[src/core/slt_map.vh]
// Register map, field positions, reset values and FIFO depth for the
// synchronous line transmit control. Assumes a 32-bit APB register bus.
// Notes on behaviour
// - Length counter loads minus bits, counts up.
// - Overflow carry reloads counters, starts next character.
// - Bit counter loads zero, selects serializer input.
// - Bits per character from misc bits 8-11.
// - Four-bit counters advance on rising bit clock edges.
// - Load when inactive or on overflow; no counting.
// - Carry high at minus one, low at overflow.
// - Priority: escape, check, sync, data, pad.
// - Enable mux drives sync and data bytes.
// - Double mode sends both data bytes in turn.
// - Transparent idle repeats escape then sync.
// - VRC sets top bit on parity error.
// - Odd count skips empty byte, ends early.
// - Data enable at start; DMA request per transfer.
// - Active while any character remains to send.
// - Line held at mark when not transmitting.
`ifndef SLT_MAP_VH
`define SLT_MAP_VH
`define SLT_OFS_CTRL    8'h00
`define SLT_OFS_MISC    8'h04
`define SLT_OFS_SYNC    8'h08
`define SLT_OFS_DATA    8'h0c
`define SLT_OFS_REQ     8'h10
`define SLT_OFS_ESC     8'h14
`define SLT_OFS_BCC     8'h18
`define SLT_OFS_STATUS  8'h1c
`define SLT_CTRL_GO     0
`define SLT_CTRL_DOUBLE 1
`define SLT_CTRL_TRANSP 2
`define SLT_CTRL_VRC    3
`define SLT_CTRL_ODD    4
`define SLT_CTRL_SYNC   5
`define SLT_CTRL_PAD    6
`define SLT_CTRL_AUTOB  7
`define SLT_MISC_BITS_LO 8
`define SLT_DATA_LAST   16
`define SLT_REQ_ESC     0
`define SLT_REQ_BCC     1
`define SLT_CTRL_RESET  8'h00
`define SLT_MISC_RESET  4'h8
`define SLT_SYNC_RESET  16'h0000
`define SLT_ESC_RESET   16'h0000
`define SLT_BCC_RESET   16'h0000
`define SLT_PAD_CHAR    16'hffff
`define SLT_FIFO_DEPTH  8
`endif

[src/core/slt_tx_ctrl.v]
// Transmit control for a synchronous serial line, with its data FIFO.
// Assumes an APB master on ref_clk and a modem bit clock on tx_bit_clk.
//
// Added by the designer: the APB slave port and the register offsets.
`timescale 1ns/100ps
`include "slt_map.vh"

module slt_fifo #(
    parameter W = 17,
    parameter D = `SLT_FIFO_DEPTH,
    parameter AW = 3
) (
    // Clock and reset.
    input  wire         clk,
    input  wire         resetn,
    // Filling side.
    input  wire         in_valid,
    output wire         in_ready,
    input  wire [W-1:0] in_data,
    // Draining side.
    output wire         out_valid,
    input  wire         out_ready,
    output wire [W-1:0] out_data
);
    reg [W-1:0] mem [0:D-1];
    reg [AW-1:0] wr_ptr;
    reg [AW-1:0] rd_ptr;
    reg [AW:0]   count;
    wire push;
    wire pop;
    assign in_ready  = (count != D[AW:0]);
    assign out_valid = (count != {(AW+1){1'b0}});
    assign out_data  = mem[rd_ptr];
    assign push      = in_valid & in_ready;
    assign pop       = out_valid & out_ready;
    always @(posedge clk) begin
        if (push) begin
            mem[wr_ptr] <= in_data;
        end
    end
    always @(posedge clk or negedge resetn) begin
        if (!resetn) begin
            wr_ptr <= {AW{1'b0}};
            rd_ptr <= {AW{1'b0}};
            count  <= {(AW+1){1'b0}};
        end else begin
            if (push) begin
                wr_ptr <= (wr_ptr == D[AW-1:0] - 1'b1) ? {AW{1'b0}}
                                                       : wr_ptr + 1'b1;
            end
            if (pop) begin
                rd_ptr <= (rd_ptr == D[AW-1:0] - 1'b1) ? {AW{1'b0}}
                                                       : rd_ptr + 1'b1;
            end
            if (push & ~pop) begin
                count <= count + 1'b1;
            end else if (pop & ~push) begin
                count <= count - 1'b1;
            end
        end
    end
endmodule // slt_fifo

module slt_tx_ctrl (
    // Clock and reset.
    input  wire        ref_clk,
    input  wire        resetn,
    // APB slave.
    input  wire [7:0]  paddr,
    input  wire        psel,
    input  wire        penable,
    input  wire        pwrite,
    input  wire [31:0] pwdata,
    output reg  [31:0] prdata,
    output reg         pready,
    output reg         pslverr,
    // Modem link.
    input  wire        tx_bit_clk,
    output reg         txd,
    // Character enables to the holding registers.
    output reg         esc_en,
    output reg         bcc_en,
    output reg         sync_en,
    output reg         data_en,
    output reg  [1:0]  sync_byte_en,
    output reg  [1:0]  data_byte_en,
    // Events and state.
    output reg         length_carry_pulse,
    output reg         dma_request,
    output reg         fake_end,
    output reg         tx_active
);
    localparam SEL_NONE = 3'd0;
    localparam SEL_ESC  = 3'd1;
    localparam SEL_BCC  = 3'd2;
    localparam SEL_SYNC = 3'd3;
    localparam SEL_DATA = 3'd4;
    localparam SEL_PAD  = 3'd5;
    // Bits wanted in a character of n bits; zero selects sixteen.
    function [15:0] char_mask;
        input [3:0] n;
        begin
            char_mask = (n == 4'h0) ? 16'hffff
                                    : ((16'h0001 << n) - 16'h0001);
        end
    endfunction
    // Registers.
    reg [7:0]  ctrl;
    reg [3:0]  bits_per_char;
    reg [15:0] sync_reg;
    reg [15:0] esc_char;
    reg [15:0] bcc_char;
    reg        esc_req;
    reg        bcc_req;
    // Bit clock synchroniser and edge finder.
    reg        clk_s1;
    reg        clk_s2;
    reg        clk_s3;
    reg        clk_level;
    wire       bit_tick;
    // Transmit state.
    reg [3:0]  char_length_counter;
    reg [3:0]  bit_position_counter;
    reg [15:0] char_reg;
    reg        byte_sel;
    reg        idle_phase;
    wire       counter_load_control;
    wire       carry;
    wire       slot;
    // FIFO.
    wire        fifo_in_ready;
    wire        fifo_out_valid;
    wire [16:0] fifo_out_data;
    wire        fifo_push;
    reg         fifo_pop;
    // Decision.
    reg [2:0]  next_sel;
    reg [15:0] next_char;
    reg        next_byte_sel;
    reg        next_idle_phase;
    reg        next_fake;
    reg [15:0] raw;
    reg [15:0] low_bits;
    reg        parity;
    wire go          = ctrl[`SLT_CTRL_GO];
    wire double_mode = ctrl[`SLT_CTRL_DOUBLE];
    wire transparent = ctrl[`SLT_CTRL_TRANSP];
    wire have_data   = go & fifo_out_valid;
    wire idle_fill   = go & ~fifo_out_valid;
    wire wide_char   = (bits_per_char == 4'h0) | (bits_per_char > 4'h8);
    wire odd_last    = fifo_out_data[`SLT_DATA_LAST];
    // APB access phase and its completing edge.
    wire access   = psel & penable;
    wire wr_done  = access & pready & pwrite;
    wire is_data  = (paddr == `SLT_OFS_DATA);
    wire wr_req   = wr_done & (paddr == `SLT_OFS_REQ);
    assign fifo_push = wr_done & is_data;
    always @(posedge ref_clk or negedge resetn) begin
        if (!resetn) begin
            clk_s1    <= 1'b0;
            clk_s2    <= 1'b0;
            clk_s3    <= 1'b0;
            clk_level <= 1'b0;
        end else begin
            clk_s1 <= tx_bit_clk;
            clk_s2 <= clk_s1;
            clk_s3 <= clk_s2;
            if (clk_s2 == clk_s3) begin
                clk_level <= clk_s3;
            end
        end
    end
    // Rising edge once the second and third stages agree high.
    assign bit_tick = clk_s2 & clk_s3 & ~clk_level;
    // Carry is high at minus one; the next tick reloads minus the bit count.
    assign carry = tx_active & (char_length_counter == 4'hf);
    assign counter_load_control = ~tx_active | carry;
    assign slot = bit_tick & counter_load_control;
    // Priority choice of the next character and its contents.
    always @* begin
        next_sel        = SEL_NONE;
        next_char       = 16'h0000;
        next_byte_sel   = byte_sel;
        next_idle_phase = idle_phase;
        next_fake       = 1'b0;
        fifo_pop        = 1'b0;
        raw             = 16'h0000;
        low_bits        = 16'h0000;
        parity          = 1'b0;
        if (esc_req | (transparent & idle_fill & ~idle_phase)) begin
            next_sel  = SEL_ESC;
            next_char = esc_char;
            if (~esc_req) begin
                next_idle_phase = 1'b1;
            end
        end else if (bcc_req) begin
            next_sel  = SEL_BCC;
            next_char = bcc_char;
        end else if (idle_fill & (transparent ? idle_phase
                                              : ctrl[`SLT_CTRL_SYNC])) begin
            next_sel        = SEL_SYNC;
            next_char       = sync_reg;
            next_idle_phase = 1'b0;
        end else if (have_data) begin
            next_sel = SEL_DATA;
            if (double_mode) begin
                raw = byte_sel ? {8'h00, fifo_out_data[15:8]}
                               : {8'h00, fifo_out_data[7:0]};
                if (byte_sel | odd_last) begin
                    fifo_pop      = 1'b1;
                    next_byte_sel = 1'b0;
                    next_fake     = ~byte_sel;
                end else begin
                    next_byte_sel = 1'b1;
                end
            end else begin
                raw      = fifo_out_data[15:0];
                fifo_pop = 1'b1;
            end
            // The top bit of the character is forced when parity fails.
            low_bits = raw & (char_mask(bits_per_char) >> 1);
            parity   = ^low_bits;
            next_char = raw;
            if (ctrl[`SLT_CTRL_VRC] & (parity ^ ctrl[`SLT_CTRL_ODD])) begin
                next_char = raw | (char_mask(bits_per_char) &
                            ~(char_mask(bits_per_char) >> 1));
            end
        end else if (go & ctrl[`SLT_CTRL_PAD]) begin
            next_sel  = SEL_PAD;
            next_char = `SLT_PAD_CHAR;
        end
        next_char = next_char & char_mask(bits_per_char);
    end
    // Counters, send enables and serial data.
    always @(posedge ref_clk or negedge resetn) begin
        if (!resetn) begin
            tx_active            <= 1'b0;
            char_length_counter  <= 4'h0;
            bit_position_counter <= 4'h0;
            char_reg             <= 16'h0000;
            byte_sel             <= 1'b0;
            idle_phase           <= 1'b0;
            esc_en               <= 1'b0;
            bcc_en               <= 1'b0;
            sync_en              <= 1'b0;
            data_en              <= 1'b0;
            sync_byte_en         <= 2'b00;
            data_byte_en         <= 2'b00;
            length_carry_pulse   <= 1'b0;
            dma_request          <= 1'b0;
            fake_end             <= 1'b0;
            txd                  <= 1'b1;
        end else begin
            length_carry_pulse <= bit_tick & carry;
            dma_request        <= 1'b0;
            fake_end           <= 1'b0;
            if (bit_tick) begin
                if (counter_load_control) begin
                    char_length_counter  <= 4'h0 - bits_per_char;
                    bit_position_counter <= 4'h0;
                end else begin
                    char_length_counter  <= char_length_counter + 4'h1;
                    bit_position_counter <= bit_position_counter + 4'h1;
                end
            end
            if (slot) begin
                tx_active  <= (next_sel != SEL_NONE);
                char_reg   <= next_char;
                byte_sel   <= next_byte_sel;
                idle_phase <= next_idle_phase;
                esc_en     <= (next_sel == SEL_ESC);
                bcc_en     <= (next_sel == SEL_BCC);
                sync_en    <= (next_sel == SEL_SYNC);
                data_en    <= (next_sel == SEL_DATA);
                dma_request <= fifo_pop;
                fake_end    <= next_fake;
                sync_byte_en <= (next_sel != SEL_SYNC) ? 2'b00 :
                                (wide_char ? 2'b11 : 2'b01);
                if (next_sel != SEL_DATA) begin
                    data_byte_en <= 2'b00;
                end else if (double_mode) begin
                    data_byte_en <= byte_sel ? 2'b10 : 2'b01;
                end else begin
                    data_byte_en <= wide_char ? 2'b11 : 2'b01;
                end
            end
            // Mark whenever no character is on the line.
            txd <= tx_active ? char_reg[bit_position_counter]
                             : 1'b1;
        end
    end
    slt_fifo #(
        .W  (17),
        .D  (`SLT_FIFO_DEPTH),
        .AW (3)
    ) u_fifo (
        .clk       (ref_clk),
        .resetn    (resetn),
        .in_valid  (fifo_push),
        .in_ready  (fifo_in_ready),
        .in_data   (pwdata[16:0]),
        .out_valid (fifo_out_valid),
        .out_ready (slot & fifo_pop),
        .out_data  (fifo_out_data)
    );
    // APB slave: answer one cycle into the access phase; a data write
    // waits while the FIFO is full, which is the refill back-pressure.
    always @(posedge ref_clk or negedge resetn) begin
        if (!resetn) begin
            pready        <= 1'b0;
            pslverr       <= 1'b0;
            prdata        <= 32'h00000000;
            ctrl          <= `SLT_CTRL_RESET;
            bits_per_char <= `SLT_MISC_RESET;
            sync_reg      <= `SLT_SYNC_RESET;
            esc_char      <= `SLT_ESC_RESET;
            bcc_char      <= `SLT_BCC_RESET;
            esc_req       <= 1'b0;
            bcc_req       <= 1'b0;
        end else begin
            pready  <= access & ~pready & ~(pwrite & is_data & ~fifo_in_ready);
            pslverr <= 1'b0;
            if (access & ~pready) begin
                prdata <= 32'h00000000;
                if (paddr == `SLT_OFS_CTRL) begin
                    prdata <= {24'h000000, ctrl};
                end else if (paddr == `SLT_OFS_MISC) begin
                    prdata <= {20'h00000, bits_per_char, 8'h00};
                end else if (paddr == `SLT_OFS_SYNC) begin
                    prdata <= {16'h0000, sync_reg};
                end else if (paddr == `SLT_OFS_REQ) begin
                    prdata <= {30'h0000000, bcc_req, esc_req};
                end else if (paddr == `SLT_OFS_ESC) begin
                    prdata <= {16'h0000, esc_char};
                end else if (paddr == `SLT_OFS_BCC) begin
                    prdata <= {16'h0000, bcc_char};
                end else if (paddr == `SLT_OFS_STATUS) begin
                    prdata <= {26'h000000, byte_sel, idle_phase,
                               fifo_in_ready, fifo_out_valid, go,
                               tx_active};
                end else if (paddr != `SLT_OFS_DATA) begin
                    pslverr <= ~(pwrite & is_data & ~fifo_in_ready);
                end
            end
            if (wr_done) begin
                if (paddr == `SLT_OFS_CTRL) begin
                    ctrl <= pwdata[7:0];
                end else if (paddr == `SLT_OFS_MISC) begin
                    bits_per_char <= pwdata[`SLT_MISC_BITS_LO+3:
                                            `SLT_MISC_BITS_LO];
                end else if (paddr == `SLT_OFS_SYNC) begin
                    sync_reg <= pwdata[15:0];
                end else if (paddr == `SLT_OFS_ESC) begin
                    esc_char <= pwdata[15:0];
                end else if (paddr == `SLT_OFS_BCC) begin
                    bcc_char <= pwdata[15:0];
                end
            end
            // A software set wins over the clear by a sent character.
            esc_req <= (esc_req & ~(slot & (next_sel == SEL_ESC))) |
                       (wr_req & pwdata[`SLT_REQ_ESC]);
            bcc_req <= (bcc_req & ~(slot & (next_sel == SEL_BCC))) |
                       (wr_req & pwdata[`SLT_REQ_BCC]) |
                       (slot & next_fake & ctrl[`SLT_CTRL_AUTOB]);
        end
    end
endmodule // slt_tx_ctrl

[config.mk]
export PLATFORM = sky130hd
export DESIGN_NAME = slt_tx_ctrl
export DESIGN_NICKNAME = d
export VERILOG_FILES = /design/src/core/slt_tx_ctrl.v
export VERILOG_INCLUDE_DIRS = /design/src /design/src/core
export SDC_FILE = /design/constraint.sdc
export NUM_CORES = 1
export LEC_CHECK = 0
export BUFFER_PORTS_ARGS = -buffer_cell sky130_fd_sc_hd__buf_2
export CORE_MARGIN = 5
export CORE_UTILIZATION = 25
export CTS_CLUSTER_SIZE = 14
export DETAILED_ROUTE_END_ITERATION = 8
export PLACE_DENSITY = 0.49
export SYNTH_ARGS = -nofsm -noshare
export SYNTH_HDL_FRONTEND = slang
export SYNTH_HIERARCHICAL = 1
export SYNTH_SLANG_ARGS = --single-unit
[constraint.sdc]
create_clock -name ref_clk -period 5.2 [get_ports ref_clk]
set_input_delay 0.52 -clock ref_clk [delete_from_list [all_inputs] [get_ports ref_clk]]
set_output_delay 0.52 -clock ref_clk [all_outputs]
set_load 0.01 [all_outputs]
==> results.cfg <==
[status]
status = completed

[sta]
worst_pin_slew_ns = 1.03
drv_slew = 0
finalSetupViolCount = 0
layout_min_cycle_time_ns = 4.70
slew_headroom_pct = 31.0
hold_viol = 0
fin_crit_sh_pct = 90.5
rsz0062_at_grt = no
timing.fmax_mhz = 213
setup_tns_ns = 0
final.setup_skew_ns = 0.0172

[pwr]
clock_power_share_pct = 47.5
p_leak_uw = 0.00596
combPwrFrac_pct = 3.4
vdd_drop_max_mv = 0.233
power.density_mw_per_mm2 = 303
internal_power_uw = 3600
switchingPower_uw = 998
seqPwrFrac_pct = 49.1
switching_share_pct = 21.7

[yosys]
seq_area_frac_synth_pct = 56.7
synth_edf_count = 136
syn_inst = 978
async_reset_ff_share_pct = 49.3
synth_common_cells = edfxtp_1, dfrtp_1, mux2_2, nand2_1, o21ai_0
yosys_warnings = 6
yosys_most_used_dff = edfxtp_1
synth_area_leaders = edfxtp_1, dfrtp_1, mux2_2
synth.most_common_cell = edfxtp_1
ys_ff_latch = 268
synth_top_area_share_pct = 31.3
synth_top_cell_by_area = edfxtp_1
synth.distinct_cells = 83
syn_area_mm2 = 0.0130
synth.avg_cell_area_um2 = 13.3

[clock_network]
cts_buffers = 30
htreeDepth = 1
cts-root-buf = clkbuf_16
cts.sinks = 268
cts.path.max_buffers = 3
clk_pin_slew_ns = 0.06
postCtsResizedCells = 0
cts_hold_buf = 0
clock_latency_ns = 0.58
cts_setup_buffers = 0
cts_tree = built

[finish]
fin_cells = 1743
fillers = 5295
syn_to_final_growth_pct = 16.4
nets = 1103
largest-register = u_fifo/mem
largest_register_ffs = 136
final_layout_size_suffix_gt1_share_pct = 24.1

[worst_setup_path]
crit_slowest_cell = ha_1
critical_path_class = flop to flop
cp_common_cell = ha_1
endpoint_kind = flop
arrival_ns = 5.20
crit_chain = inv_1 > ha_1 > ha_1 > nand2b_1 > ha_1 > nor3b_1 > mux2i_1 > o211ai_1 > nand3_1 > xnor2_1 > xnor2_1 > xor3_1 > or4_1 > a41o_1 > a21oi_1
cp_top_family = adder cells
path_max_fanout = 17
critPathLaunchType = flop
required_ns = 5.70
critPathMaxStageDelay_ns = 0.52
critical_path_buf_inv_count = 1

[grt]
grt_pass1_vias = 8686
grt-ovfl-total = 0
grt_pass1_wl_um = 55700
grt_max_degree = 90
grt_use_total_pct = 12.7
antenna_found_initial = 1

[min_path]
hold_class = input port to async pin

[floorplanning]
initial_core_util_pct = 25.3
pin_count = 93
core_region_area_mm2 = 0.0515
num_rows = 83
die-width_um = 238
fp.dieH_um = 238
dieArea_mm2 = 0.0568

[routing]
drc = 0
routedWlPerCell_um = 21.1
first_pass_iters = 5
drtIter0Drc = 734
wirelength_um = 36800
route.vias.total = 8603
postRouteAntennaNets = 0
vias_per_cell = 4.94

[placement]
hpwl_um = 24900
port_buffers = 61
gp_congestion = 0.855
dpl.cell_count = 1687

[job]
cap_violations = 0
power by group through the flow:
stage | Combinational, µW | Sequential [µW] | Clock (µW)
2_1_floorplan | 80.1 | 2300 | 0
3_3_place_gp | 157 | 2300 | 0
3_5_place_dp | 160 | 2300 | 0
6_report | 157 | 2260 | 2190
5_1_grt | 174 | 2260 | 2360
4_1_cts | 160 | 2260 | 2260
per-stage QoR:
| stage | util, % | area (µm²) | total power (µW) | hold WS, ns | worst slack [ns] |
|---|---|---|---|---|---|
| after floorplan | - | 13100 | 2380 | 0.224 | 1.02 |
| after global placement | 27.4 | 14100 | 2460 | 0.336 | 0.619 |
| after detailed placement | 27.4 | 14100 | 2460 | 0.347 | 0.562 |
| after CTS | 29.4 | 15200 | 4670 | 0.0377 | 0.524 |
| after global routing | 29.4 | 15200 | 4790 | 0.0399 | 0.107 |
| final | 29.4 | 15200 | 4600 | 0.0181 | 0.495 |
path summary, 6_finish.rpt:
check                      slack, ns            endpoint             start  cells after the start
setup / recovery                0.50         char_reg[1]  bits_per_char[0]                     15
hold / removal                  0.02  length_carry_pulse            resetn                      1
setup reg to reg                0.50         char_reg[1]  bits_per_char[0]                     15
hold reg to reg                 0.36              clk_s2            clk_s1                      0
max in group asynchronous       4.02           prdata[5]            resetn                      2
min in group ref_clk            0.06              clk_s1        tx_bit_clk                      1
cells by family after synthesis:
family,Yosys count,share of synthesized area (%)
other cells,1,0.0288
mux,132,15.6
xor+xnor,17,1.58
flops,268,56.7
simple gates,242,9.49
fa+ha+maj,18,1.79
buf+inv,96,3.66
compound gates,204,11.1
final cells by class:
class	count	area [µm²]	share of cell area, %
repair buffers	90	529	3.49
multi-input cells	629	5280	34.8
well taps	680	851	5.61
diodes	1	2.50	0.0165
clock inverters	11	163	1.07
clock buffers	44	873	5.76
flip-flops and latches	268	7390	48.7
inverters	20	75.1	0.495
placed cells by master (no fill, tap or decap), types with 15 or more instances in the layout:
cell type,netlist,final
mux4_1,33,33
nand3_1,21,21
dfrtp_1,130,129
buf_4,17,29
conb_1,1,16
nand3b_1,19,19
inv_1,19,19
ha_1,17,17
nand2_1,75,75
nor2_1,36,33
clkbuf_16,0,30
a222oi_1,15,15
nor3_1,24,17
a21o_1,15,15
mux2_2,83,83
a21oi_1,39,39
o21ai_0,45,45
edfxtp_1,136,136
buf_2,12,60
routing by layer:
metal  vias to the layer above  wire length [µm]  track usage (%)
li1                       3905                 -                -
met2                       240             17600             21.3
met3                        44              1800             2.03
met1                      4414             16400             17.2
met4                         0               901             3.46
met5                         -                 0                0
Power figures use the tool's default switching activity.
